File: src/rtl/timer8_waveform_regs.vh
`ifndef TIMER8_WAVEFORM_REGS_VH
`define TIMER8_WAVEFORM_REGS_VH
// Register indices on the plain register port.
`define ADDR_CONTROL_A 3'h0
`define ADDR_CONTROL_B 3'h1
`define ADDR_COUNTER 3'h2
`define ADDR_COMPARE_A 3'h3
`define ADDR_COMPARE_B 3'h4
`define ADDR_STATUS 3'h5
`define ADDR_DIRECTION 3'h6
// Field positions of the waveform control register A.
`define CTLA_COM_A_HI 7
`define CTLA_COM_A_LO 6
`define CTLA_COM_B_HI 5
`define CTLA_COM_B_LO 4
`define CTLA_WRITE_MASK 8'hf3
// Field positions of control register B.
`define CTLB_WGM2 3
`define CTLB_RUN 0
`define CTLB_WRITE_MASK 8'h09
// Status and direction bits.
`define STAT_OVF 0
`define STAT_MATCH_A 1
`define STAT_MATCH_B 2
`define DIR_A 0
`define DIR_B 1
// Reset values and fixed counter points.
`define RESET_BYTE 8'h00
`define COUNT_MAX 8'hff
`define COUNT_BOTTOM 8'h00
`endif

File: src/rtl/timer8_waveform_output_control.v
`timescale 1ns/1ps
`include "timer8_waveform_regs.vh"

//Operation
// - Nonzero mode A puts wave A on pin, except PWM mode 01 without bit2
// - Nonzero mode B puts wave B on pin
// - Pin driven only when direction bit set
// - Non-PWM A: off, toggle, clear, set
// - Non-PWM B: same encoding as A
// - Fast PWM A: match and TOP actions
// - PWM A mode 01 toggles if bit2
// - Fast PWM B: 01 reserved, 10/11 actions
// - Phase PWM A: up/down match actions
// - Phase PWM B: 01 reserved, up/down actions
// - Compare equals TOP: act at TOP
// - Bits 3 and 2 read zero
// - Mode field selects counter operation
// - TOP is 0xff or compare A
// - PWM compare writes buffered to TOP
// - Overflow flag set point per mode
// - Mode bit 2 in control B bit 3
module timer8_waveform_output_control (
    input wire clk_i, // System clock, 20 MHz.
    input wire rst_i, // Synchronous reset, active high.
    input wire [2:0] addr_i, // Register index.
    input wire [7:0] wdata_i, // Write data.
    input wire wr_i, // Write strobe.
    input wire rd_i, // Read strobe.
    input wire [7:0] port_a_i, // Normal port value for the A pin.
    input wire [7:0] port_b_i, // Normal port value for the B pin.
    output reg [7:0] rdata_o, // Read data, valid the cycle after rd_i.
    output reg pin_a_o, // Level of the A pin.
    output reg pin_a_oe_n_o, // A pin driver enable, low while driving.
    output reg pin_b_o, // Level of the B pin.
    output reg pin_b_oe_n_o, // B pin driver enable, low while driving.
    output reg waveform_out_a_o, // Internal waveform A level.
    output reg waveform_out_b_o // Internal waveform B level.
);
    localparam KIND_PLAIN = 2'h0;
    localparam KIND_FAST = 2'h1;
    localparam KIND_PHASE = 2'h2;

    reg [7:0] control_a_reg;
    reg [7:0] control_b_reg;
    reg [7:0] counter_reg;
    reg [7:0] counter_next;
    reg [7:0] compare_a_buf_reg;
    reg [7:0] compare_b_buf_reg;
    reg [7:0] compare_a_reg;
    reg [7:0] compare_b_reg;
    reg [2:0] status_reg;
    reg [1:0] direction_reg;
    reg down_reg;
    reg down_next;
    reg ovf_set;
    reg [7:0] top_value;
    reg [1:0] kind;
    reg [7:0] read_value;

    wire [2:0] waveform_mode_field;
    wire [1:0] compare_output_mode_a;
    wire [1:0] compare_output_mode_b;
    wire tick;
    wire at_top;
    wire wave_a;
    wire wave_b;
    wire match_a;
    wire match_b;
    wire count_write;

    // Mode bit 2 lives in control B; the low bits here.
    assign waveform_mode_field = {control_b_reg[`CTLB_WGM2], control_a_reg[1:0]};
    assign compare_output_mode_a = control_a_reg[`CTLA_COM_A_HI:`CTLA_COM_A_LO];
    assign compare_output_mode_b = control_a_reg[`CTLA_COM_B_HI:`CTLA_COM_B_LO];
    // Without a prescaler the timer clock enable is the run bit itself.
    assign tick = control_b_reg[`CTLB_RUN];
    assign at_top = (counter_reg == top_value);
    assign count_write = wr_i && (addr_i == `ADDR_COUNTER);
    // A counter write blocks the match in the same cycle as the write.
    assign match_a = (counter_reg == compare_a_reg) && !count_write;
    assign match_b = (counter_reg == compare_b_reg) && !count_write;

    // Decode operation kind and TOP from the mode field.
    always @* begin
        case (waveform_mode_field)
            3'h1, 3'h5: kind = KIND_PHASE;
            3'h3, 3'h7: kind = KIND_FAST;
            default: kind = KIND_PLAIN;
        endcase
        case (waveform_mode_field)
            3'h2, 3'h5, 3'h7: top_value = compare_a_reg;
            default: top_value = `COUNT_MAX;
        endcase
    end

    // Counter sequence and overflow set point for each mode.
    always @* begin
        counter_next = counter_reg;
        down_next = down_reg;
        ovf_set = 1'b0;
        if (tick) begin
            case (kind)
                KIND_PHASE: begin
                    if (!down_reg && at_top) begin
                        down_next = 1'b1;
                        counter_next = counter_reg - 8'h01;
                    end else if (down_reg && counter_reg == `COUNT_BOTTOM) begin
                        down_next = 1'b0;
                        counter_next = counter_reg + 8'h01;
                        ovf_set = 1'b1;
                    end else if (down_reg) begin
                        counter_next = counter_reg - 8'h01;
                    end else begin
                        counter_next = counter_reg + 8'h01;
                    end
                end
                default: begin
                    down_next = 1'b0;
                    if (at_top) begin
                        counter_next = `COUNT_BOTTOM;
                    end else begin
                        counter_next = counter_reg + 8'h01;
                    end
                    if (waveform_mode_field == 3'h7) begin
                        ovf_set = at_top;
                    end else begin
                        ovf_set = (counter_reg == `COUNT_MAX);
                    end
                end
            endcase
        end
    end

    // Register file writes, counter and compare update.
    always @(posedge clk_i) begin
        if (rst_i) begin
            control_a_reg <= `RESET_BYTE;
            control_b_reg <= `RESET_BYTE;
            counter_reg <= `RESET_BYTE;
            compare_a_buf_reg <= `RESET_BYTE;
            compare_b_buf_reg <= `RESET_BYTE;
            compare_a_reg <= `RESET_BYTE;
            compare_b_reg <= `RESET_BYTE;
            status_reg <= 3'h0;
            direction_reg <= 2'h0;
            down_reg <= 1'b0;
        end else begin
            counter_reg <= counter_next;
            down_reg <= down_next;
            // Flags set by hardware win over a write-one clear.
            status_reg <= (status_reg & ~((wr_i && addr_i == `ADDR_STATUS) ?
                wdata_i[2:0] : 3'h0)) | {tick && match_b, tick && match_a, ovf_set};
            if (wr_i) begin
                case (addr_i)
                    `ADDR_CONTROL_A: control_a_reg <= wdata_i & `CTLA_WRITE_MASK;
                    `ADDR_CONTROL_B: control_b_reg <= wdata_i & `CTLB_WRITE_MASK;
                    `ADDR_COUNTER: counter_reg <= wdata_i;
                    `ADDR_COMPARE_A: compare_a_buf_reg <= wdata_i;
                    `ADDR_COMPARE_B: compare_b_buf_reg <= wdata_i;
                    `ADDR_DIRECTION: direction_reg <= wdata_i[1:0];
                    default: ;
                endcase
            end
            // Non-PWM modes update at once; PWM modes only at TOP.
            if (kind == KIND_PLAIN) begin
                if (wr_i && addr_i == `ADDR_COMPARE_A) begin
                    compare_a_reg <= wdata_i;
                end else begin
                    compare_a_reg <= compare_a_buf_reg;
                end
                if (wr_i && addr_i == `ADDR_COMPARE_B) begin
                    compare_b_reg <= wdata_i;
                end else begin
                    compare_b_reg <= compare_b_buf_reg;
                end
            end else if (tick && at_top) begin
                compare_a_reg <= compare_a_buf_reg;
                compare_b_reg <= compare_b_buf_reg;
            end
        end
    end

    // Read mux; unmapped indices read zero.
    always @* begin
        case (addr_i)
            `ADDR_CONTROL_A: read_value = control_a_reg & `CTLA_WRITE_MASK;
            `ADDR_CONTROL_B: read_value = control_b_reg;
            `ADDR_COUNTER: read_value = counter_reg;
            `ADDR_COMPARE_A: read_value = compare_a_buf_reg;
            `ADDR_COMPARE_B: read_value = compare_b_buf_reg;
            `ADDR_STATUS: read_value = {5'h00, status_reg};
            `ADDR_DIRECTION: read_value = {6'h00, direction_reg};
            default: read_value = 8'h00;
        endcase
    end

    // Channel A waveform generator.
    timer8_channel_out chan_a (
        .clk_i(clk_i),
        .rst_i(rst_i),
        .tick_i(tick),
        .mode_i(compare_output_mode_a),
        .is_chan_a_i(1'b1),
        .kind_i(kind),
        .wgm2_i(waveform_mode_field[2]),
        .match_i(match_a),
        .at_top_i(at_top),
        .down_i(down_reg),
        .cmp_is_top_i(compare_a_reg == top_value),
        .wave_o(wave_a)
    );

    // Channel B waveform generator.
    timer8_channel_out chan_b (
        .clk_i(clk_i),
        .rst_i(rst_i),
        .tick_i(tick),
        .mode_i(compare_output_mode_b),
        .is_chan_a_i(1'b0),
        .kind_i(kind),
        .wgm2_i(waveform_mode_field[2]),
        .match_i(match_b),
        .at_top_i(at_top),
        .down_i(down_reg),
        .cmp_is_top_i(compare_b_reg == top_value),
        .wave_o(wave_b)
    );

    // Pin override and driver enable, all registered outputs.
    always @(posedge clk_i) begin
        if (rst_i) begin
            rdata_o <= 8'h00;
            pin_a_o <= 1'b0;
            pin_b_o <= 1'b0;
            pin_a_oe_n_o <= 1'b1;
            pin_b_oe_n_o <= 1'b1;
            waveform_out_a_o <= 1'b0;
            waveform_out_b_o <= 1'b0;
        end else begin
            rdata_o <= rd_i ? read_value : 8'h00;
            waveform_out_a_o <= wave_a;
            waveform_out_b_o <= wave_b;
            // In PWM, mode 01 on A without bit 2 leaves the pin to the port.
            if ((compare_output_mode_a == 2'h1) && (kind != KIND_PLAIN) &&
                !waveform_mode_field[2]) begin
                pin_a_o <= port_a_i[0];
            end else begin
                pin_a_o <= (|compare_output_mode_a) ? wave_a : port_a_i[0];
            end
            pin_b_o <= (|compare_output_mode_b) ? wave_b : port_b_i[0];
            pin_a_oe_n_o <= ~direction_reg[`DIR_A];
            pin_b_oe_n_o <= ~direction_reg[`DIR_B];
        end
    end
endmodule

File: src/rtl/timer8_channel_out.v
`timescale 1ns/1ps
`include "timer8_waveform_regs.vh"

// One compare output channel: decodes its compare-output mode into set, clear or toggle.
module timer8_channel_out (
    input wire clk_i, // System clock.
    input wire rst_i, // Synchronous reset, active high.
    input wire tick_i, // Timer clock enable.
    input wire [1:0] mode_i, // Compare-output mode of this channel.
    input wire is_chan_a_i, // High for channel A, which owns mode 01 toggle in PWM.
    input wire [1:0] kind_i, // 0 non-PWM, 1 fast PWM, 2 phase-correct.
    input wire wgm2_i, // Waveform mode bit 2.
    input wire match_i, // Counter equals active compare value.
    input wire at_top_i, // Counter is at TOP.
    input wire down_i, // Phase-correct counter is counting down.
    input wire cmp_is_top_i, // Active compare value equals TOP.
    output reg wave_o // Waveform output level.
);
    localparam KIND_PLAIN = 2'h0;
    localparam KIND_FAST = 2'h1;
    localparam KIND_PHASE = 2'h2;

    reg wave_next;
    reg hit;

    // Special case: in PWM modes, with compare at TOP and high mode bit set, the match is dropped.
    always @* begin
        hit = tick_i && match_i;
        wave_next = wave_o;
        if ((kind_i != KIND_PLAIN) && mode_i[1] && cmp_is_top_i) begin
            hit = 1'b0;
        end
        case (kind_i)
            KIND_PLAIN: begin
                if (hit) begin
                    case (mode_i)
                        2'h1: wave_next = ~wave_o;
                        2'h2: wave_next = 1'b0;
                        2'h3: wave_next = 1'b1;
                        default: wave_next = wave_o;
                    endcase
                end
            end
            KIND_FAST: begin
                if (mode_i == 2'h1) begin
                    if (hit && is_chan_a_i && wgm2_i) begin
                        wave_next = ~wave_o;
                    end
                end else if (mode_i[1]) begin
                    if (tick_i && at_top_i) begin
                        wave_next = ~mode_i[0];
                    end else if (hit) begin
                        wave_next = mode_i[0];
                    end
                end
            end
            KIND_PHASE: begin
                if (mode_i == 2'h1) begin
                    if (hit && is_chan_a_i && wgm2_i) begin
                        wave_next = ~wave_o;
                    end
                end else if (mode_i[1]) begin
                    if (tick_i && at_top_i && cmp_is_top_i) begin
                        wave_next = mode_i[0];
                    end else if (hit) begin
                        wave_next = mode_i[0] ^ down_i;
                    end
                end
            end
            default: wave_next = wave_o;
        endcase
    end

    // Output level register.
    always @(posedge clk_i) begin
        if (rst_i) begin
            wave_o <= 1'b0;
        end else begin
            wave_o <= wave_next;
        end
    end
endmodule

File: config.mk
export PLATFORM = sky130hd
export DESIGN_NAME = timer8_waveform_output_control
export DESIGN_NICKNAME = d
export VERILOG_FILES = /design/src/rtl/timer8_waveform_output_control.v /design/src/rtl/timer8_channel_out.v
export VERILOG_INCLUDE_DIRS = /design/src /design/src/rtl
export SDC_FILE = /design/constraint.sdc
export NUM_CORES = 1
export LEC_CHECK = 0
export BUFFER_PORTS_ARGS = -buffer_cell sky130_fd_sc_hd__buf_4
export CORE_ASPECT_RATIO = 0.9
export CORE_UTILIZATION = 50
export DETAILED_ROUTE_END_ITERATION = 12
export PLACE_DENSITY = 0.73
export SYNTH_ARGS = -nofsm -noshare
export SYNTH_HDL_FRONTEND = slang
export SYNTH_SLANG_ARGS = --single-unit
File: constraint.sdc
create_clock -name clk_i -period 7.35 [get_ports clk_i]
set_input_delay 1.1025 -clock clk_i [delete_from_list [all_inputs] [get_ports clk_i]]
set_output_delay 1.1025 -clock clk_i [all_outputs]
set_load 0.02 [all_outputs]
== Word level (Yosys, flattened, before mapping) ==
Index checks and enable logic that the tools add are counted.

* Eq/ne operators: 40
* Mux-type cells: 54
* Add/subtract/negate cells: 2
* Reduce and logical (&&, ||, !) cells: 43
* Bitwise operators: 12

{| class="wikitable"
|+ Operator list
! cell !! number
|-
| $mux 8 || 15
|-
| $pmux 8 s7 || 1
|-
| $eq 8x8->1 || 5
|-
| $mux 1 || 32
|-
| $logic_and 1x1->1 || 20
|-
| $eq 3x3->1 const B || 5
|-
| $eq 3x2->1 const B || 4
|-
| $pmux 1 s3 || 4
|-
| $reduce_and 2->1 || 6
|-
| $eq 2x2->1 const B || 5
|-
| $reduce_or 2->1 || 5
|-
| $ne 3x3->1 const B || 3
|-
| $reduce_and 9->1 || 1
|-
| $add 8x1->8 const B || 1
|-
| $eq 8x8->1 const B || 1
|-
| $logic_not 8->1 || 1
|-
| $ne 2x2->1 const B || 4
|-
| $ne 4x1->1 const B || 2
|-
| $sub 8x1->8 const B || 1
|-
| $not 1->1 || 7
|-
| $reduce_and 7->1 || 1
|-
| $eq 2x1->1 const B || 3
|-
| $eq 3x1->1 const B || 2
|-
| $ne 2x1->1 const B || 2
|-
| other kinds (16) || 20
|}

* Bits in registers: 70
* Bits of input ports: 31

== Logic depth before layout (Yosys ltp) ==
* Word-level depth: 12
* Depth in mapped cells: 10
* Mapped depth without buffers: 8

== Hierarchy ==
A second synthesis with hierarchy kept.

* Cell total of the unflattened synthesis: 624
* Area total of the unflattened synthesis: 4718.3 µm²

{| class="wikitable"
|+ Modules (own cells, without submodules)
! module !! cells an instance !! area each (µm²) !! instances !! sequential area each (µm²)
|-
| timer8_waveform_output_control || 544 || 4077.7 || 1 || 1361.3
|-
| timer8_channel_out || 40 || 320.3 || 2 || 20.0
|}

== Least setup slack after synthesis ==
OpenSTA, ideal clock, no wires.

* Path type: input port to flip-flop
* From: input port addr_i[0]
* To: register chan_a.wave_o
* Stages: 9
* Arrival time: 2.906 ns
* Buffers on the path: 1
* Slack: 4.312 ns
* Setup time: 0.132 ns
* Cell sequence: clkbuf_1 -> and4bb_2 -> nor2_1 -> nand4_1 -> o21a_1 -> o311ai_0 -> a211oi_1 -> a211oi_1 -> a211oi_1

* Word-level cells in the longest chain between the ends: 10
* Elaborated cells between the ends (all ways): 15

{| class="wikitable"
|+ Ends and longest elaborated chain
! element !! RTL line !! text
|-
| start, declared || timer8_waveform_output_control.v:25 || <nowiki>input wire [2:0] addr_i,</nowiki>
|-
| $eq 3x2->1 (*) || - ||
|-
| $logic_and 1x1->1 (*) || timer8_waveform_output_control.v:78 || <nowiki>assign count_write = wr_i && (addr_i == `ADDR_COUNTER);</nowiki>
|-
| $logic_not 1->1 (*) || timer8_waveform_output_control.v:80 || <nowiki>assign match_a = (counter_reg == compare_a_reg) && !count_write;</nowiki>
|-
| $logic_and 1x1->1 (*) || timer8_waveform_output_control.v:80 ||
|-
| $logic_and 1x1->1 (*) || timer8_channel_out.v:28 || <nowiki>hit = tick_i && match_i;</nowiki>
|-
| $mux 1 (*) || timer8_channel_out.v:30 || <nowiki>if ((kind_i != KIND_PLAIN) && mode_i[1] && cmp_is_top_i) begin</nowiki>
|-
| $logic_and 1x1->1 || timer8_channel_out.v:46, timer8_channel_out.v:59 ||
|-
| $mux 1 || - ||
|-
| $mux 1, on equally long branches || - ||
|-
| $pmux 1 s3 || - ||
|-
| end signal, assigned || timer8_channel_out.v:79 || <nowiki>wave_o <= wave_next;</nowiki>
|-
| end, declared || timer8_channel_out.v:17 || <nowiki>output reg wave_o</nowiki>
|}

Mark *: on every way between the ends. The rest lies on a longest branch, timed or not.
A chain may end at the register's enable or synchronous reset.

== Final worst setup path ==
* From: input port addr_i[2]
* To: register chan_a.wave_o

Same word-level chain as after synthesis.

==> flow_metrics.py <==
metrics = {
    "run_status": {
        "status": "finished clean",
    },
    "hold_path": {
        "hp-start": "direction_reg[1]",
        "hold_path.class": "reg -> reg",
        "hold_path_end": "pin_b_oe_n_o",
        "hold_depth": 1,
    },
    "drt": {
        "wl_per_cell_um": 18.20,
        "drtIter0Drc": 341,
        "antenna_left": 0,
        "vias_per_cell": 6.138,
        "wl_mm": 12.36,
        "drc": 0,
        "drtPass1Iterations": 5,
        "vias": 4168,
    },
    "grt": {
        "grt_max_degree": 64,
        "grt_pass1_wl_mm": 20.02,
        "grt.total_usage_pct": 28.44,
        "grt_pass1_vias": 3902,
        "grt_antenna_before_repair": 0,
        "grt_overflow": 0,
    },
    "worst_setup_path": {
        "worstPathCellList": "buf_4 > and4bb_2 > nor2_1 > nand4_1 > o21a_1 > o311ai_0 > a211oi_1 > a211oi_1 > a211oi_1",
        "crit_required_ps": 7560,
        "cp_max_fo": 26,
        "cp_slowest_cell": "and4bb_2",
        "timing.rr.end": "compare_a_reg[7]",
        "start_kind": "primary input",
        "crit_top_cell": "a211oi_1",
        "path_class": "in -> reg",
        "crit_path_max_incr_delay_ps": 360,
        "worst_setup_path_end_kind": "flip-flop",
        "arrival_ps": 3440,
        "timing.rr.start": "control_a_reg[0]",
        "rr_worst_depth": 9,
        "r2r_setup_slack_ps": 4240,
    },
    "die": {
        "die_h_um": 90.82,
        "die-area_um2": 9145,
        "ioPinCount": 45,
        "row_count": 32,
        "die_w_um": 100.7,
        "core-area_um2": 8528,
        "start_util_pct": 51.39,
    },
    "layout": {
        "finalNetCount": 593,
        "drive_above_1_share_pct": 13.93,
        "layout.cells.non_filler": 679,
        "fill_cells": 818,
        "area_growth_pct": 9.991,
        "num_antenna_cells": 0,
    },
    "placement": {
        "placedCellCount": 664,
        "routabilityCongestion": 0.9502,
        "port_buffers": 30,
        "hpwl_mm": 8.704,
    },
    "clocking": {
        "h-tree-depth": 3,
        "clkLatencyLatePin_ps": 350,
        "ctsResizeCount": 0,
        "post-cts-setup-buffer-count": 0,
        "numCtsBuffers": 9,
        "cts.clk_slew.worst_paths_ps": 80,
        "cts.sinks": 70,
        "cts_tree": "done",
        "cts-root-buf": "clkbuf_8",
        "cts_buffer_depth": 2,
        "cts-hold-fix-buffers": 0,
    },
    "power": {
        "ir_worst_vdd_v": 0.0001210,
        "finalPower_uw": 847.2,
        "power_density_nw_per_um2": 175.7,
        "p_leak_uw": 0.001951,
    },
    "logic_synthesis": {
        "yosysSeqAreaShare_pct": 31.97,
        "netlist_area_um2": 4383,
        "synth_seq_cells": 70,
        "synth_cell_types": 64,
        "synth_flop_cell": "dfxtp_1",
        "synthTopCellsByArea": "dfxtp_1 (32%), nor2_1 (8.8%), mux2i_1 (6.6%), a21oi_1 (4.5%), xor2_1 (3.6%)",
        "syn_avg_cell_area_um2": 7.940,
        "synth_warnings": 0,
        "synth-edff-count": 0,
        "synth_fp_nets": 589,
        "syn_inst": 552,
        "netlist.top_cell.by_area": "dfxtp_1",
        "async_reset_ff_share_pct": 0,
        "synth_top_area_share_pct": 31.97,
    },
    "sta": {
        "whs_ps": 413.0,
        "hold_viol_final": 0,
        "max_clock_freq_mhz": 310.4,
        "fin_crit_ps": 3222,
        "skew_ps": 12.44,
        "period_share_pct": 43.83,
        "grt_setup_unrepaired": "no",
        "tns_ps": 0,
        "max-slew-margin-rel_pct": 27.14,
        "finalSetupViolCount": 0,
        "tightest_slew_ps": 1085,
        "slew_violations": 0,
    },
    "job": {
        "max-cap-violations": 0,
    },
}
[worst max-delay path by stage]
stage | startpoint | end | slack, ps
after floorplan | addr_i[0] | chan_a.wave_o | 4310
after global placement | addr_i[2] | chan_a.wave_o | 3890
after detailed placement | addr_i[2] | chan_a.wave_o | 3830
after CTS | addr_i[2] | chan_a.wave_o | 4210
after global routing | control_a_reg[0] | counter_reg[4] | 3960
final | addr_i[2] | chan_a.wave_o | 4130
[per-layer routing]
| metal | vias to the layer above | global-route usage [%] | part of all wire [%] |
|---|---|---|---|
| met4 | 0 | 9.783 | 2.6 |
| met3 | 28 | 7.043 | 9.1 |
| li1 | 1987 | - | - |
| met1 | 1954 | 38.74 | 43 |
| met5 | - | 0 | 0 |
| met2 | 199 | 43.55 | 45 |
[cell usage after synthesis (4+ instances only)]
cell type  number
nor2_1        103
dfxtp_1        70
a21oi_1        39
nand2_1        37
clkbuf_1       33
mux2i_1        29
o21ai_0        20
xor2_1         18
a211oi_1       14
nor3_1         14
inv_1          12
nor2b_1        12
a31oi_1        11
mux2_2         11
mux2_1          9
nand2b_1        8
a22oi_1         7
nand3_1         7
a311oi_1        6
ha_1            6
nor4_1          6
a2111oi_0       5
and2_1          5
a32oi_1         4
nand4_1         4
o31ai_1         4
or2_2           4
[metrics by stage]
stage | setup WS [ps] | util (%) | instance area [um^2]
floorplan | 4312 | - | 4383
finish | 4128 | 56.53 | 4821
global placement | 3886 | 54.05 | 4609
global route | 3956 | 56.53 | 4821
detailed placement | 3833 | 54.05 | 4609
CTS | 4212 | 56.53 | 4821
[final cells by class]
cell class | instances | area [um^2] | area share (%)
Clock buffer | 9 | 123.9 | 2.569
Clock inverter | 6 | 87.58 | 1.817
Inverter | 12 | 45.04 | 0.9343
Multi-Input combinational cell | 430 | 2766 | 57.38
Sequential cell | 70 | 1401 | 29.07
Tap cell | 119 | 148.9 | 3.089
Timing Repair Buffer | 33 | 247.7 | 5.139
[report_power, final]
group          total (uW)  leakage (uW)  switching [uW]  internal (uW)
Combinational        98.7       0.00127            59.3           39.4
Clock                 341      0.000109             152            189
Sequential            407      0.000567            18.9            388
Total                 847       0.00195             230            617
[logic make-up after synthesis]
group | synth area share (%)
adders and majority gates | 1.713
xor gates and xnor gates | 4.196
DFF | 31.97
and+or+nand+nor | 24.52
AOI/OAI and AO/OA | 20.93
muxes | 11.76
buffers and inverters | 4.910
[critical path, delay by kind of cell]
family          cells  cell delay [ps]
buf+inv             1              250
simple gates        3             1020
compound gates      5             1070
[layout by cell type (no fill, tap or decap), drive strengths merged, types with 3 or more instances in the layout]
cell,netlist,final
mux2,20,20
mux2i,29,29
xnor2,3,3
nor2,103,103
nor2b,12,12
o31ai,4,4
nand2,37,37
a32oi,4,4
o21ai,20,20
or2,4,4
nand2b,8,8
nand4,5,5
a21oi,41,41
inv,12,12
a31oi,11,11
nand3b,3,3
a311oi,6,6
xor2,18,18
a211oi,14,14
a221oi,3,3
or4bb,3,3
clkinv,0,4
a22oi,7,7
o22ai,3,3
dfxtp,70,70
ha,6,6
nor4,6,6
and3,4,4
clkbuf,33,9
a2111oi,6,6
buf,7,33
nor3,15,15
nand3,7,7
and2,5,5
No activity file was read; power rests on OpenSTA's default activity.
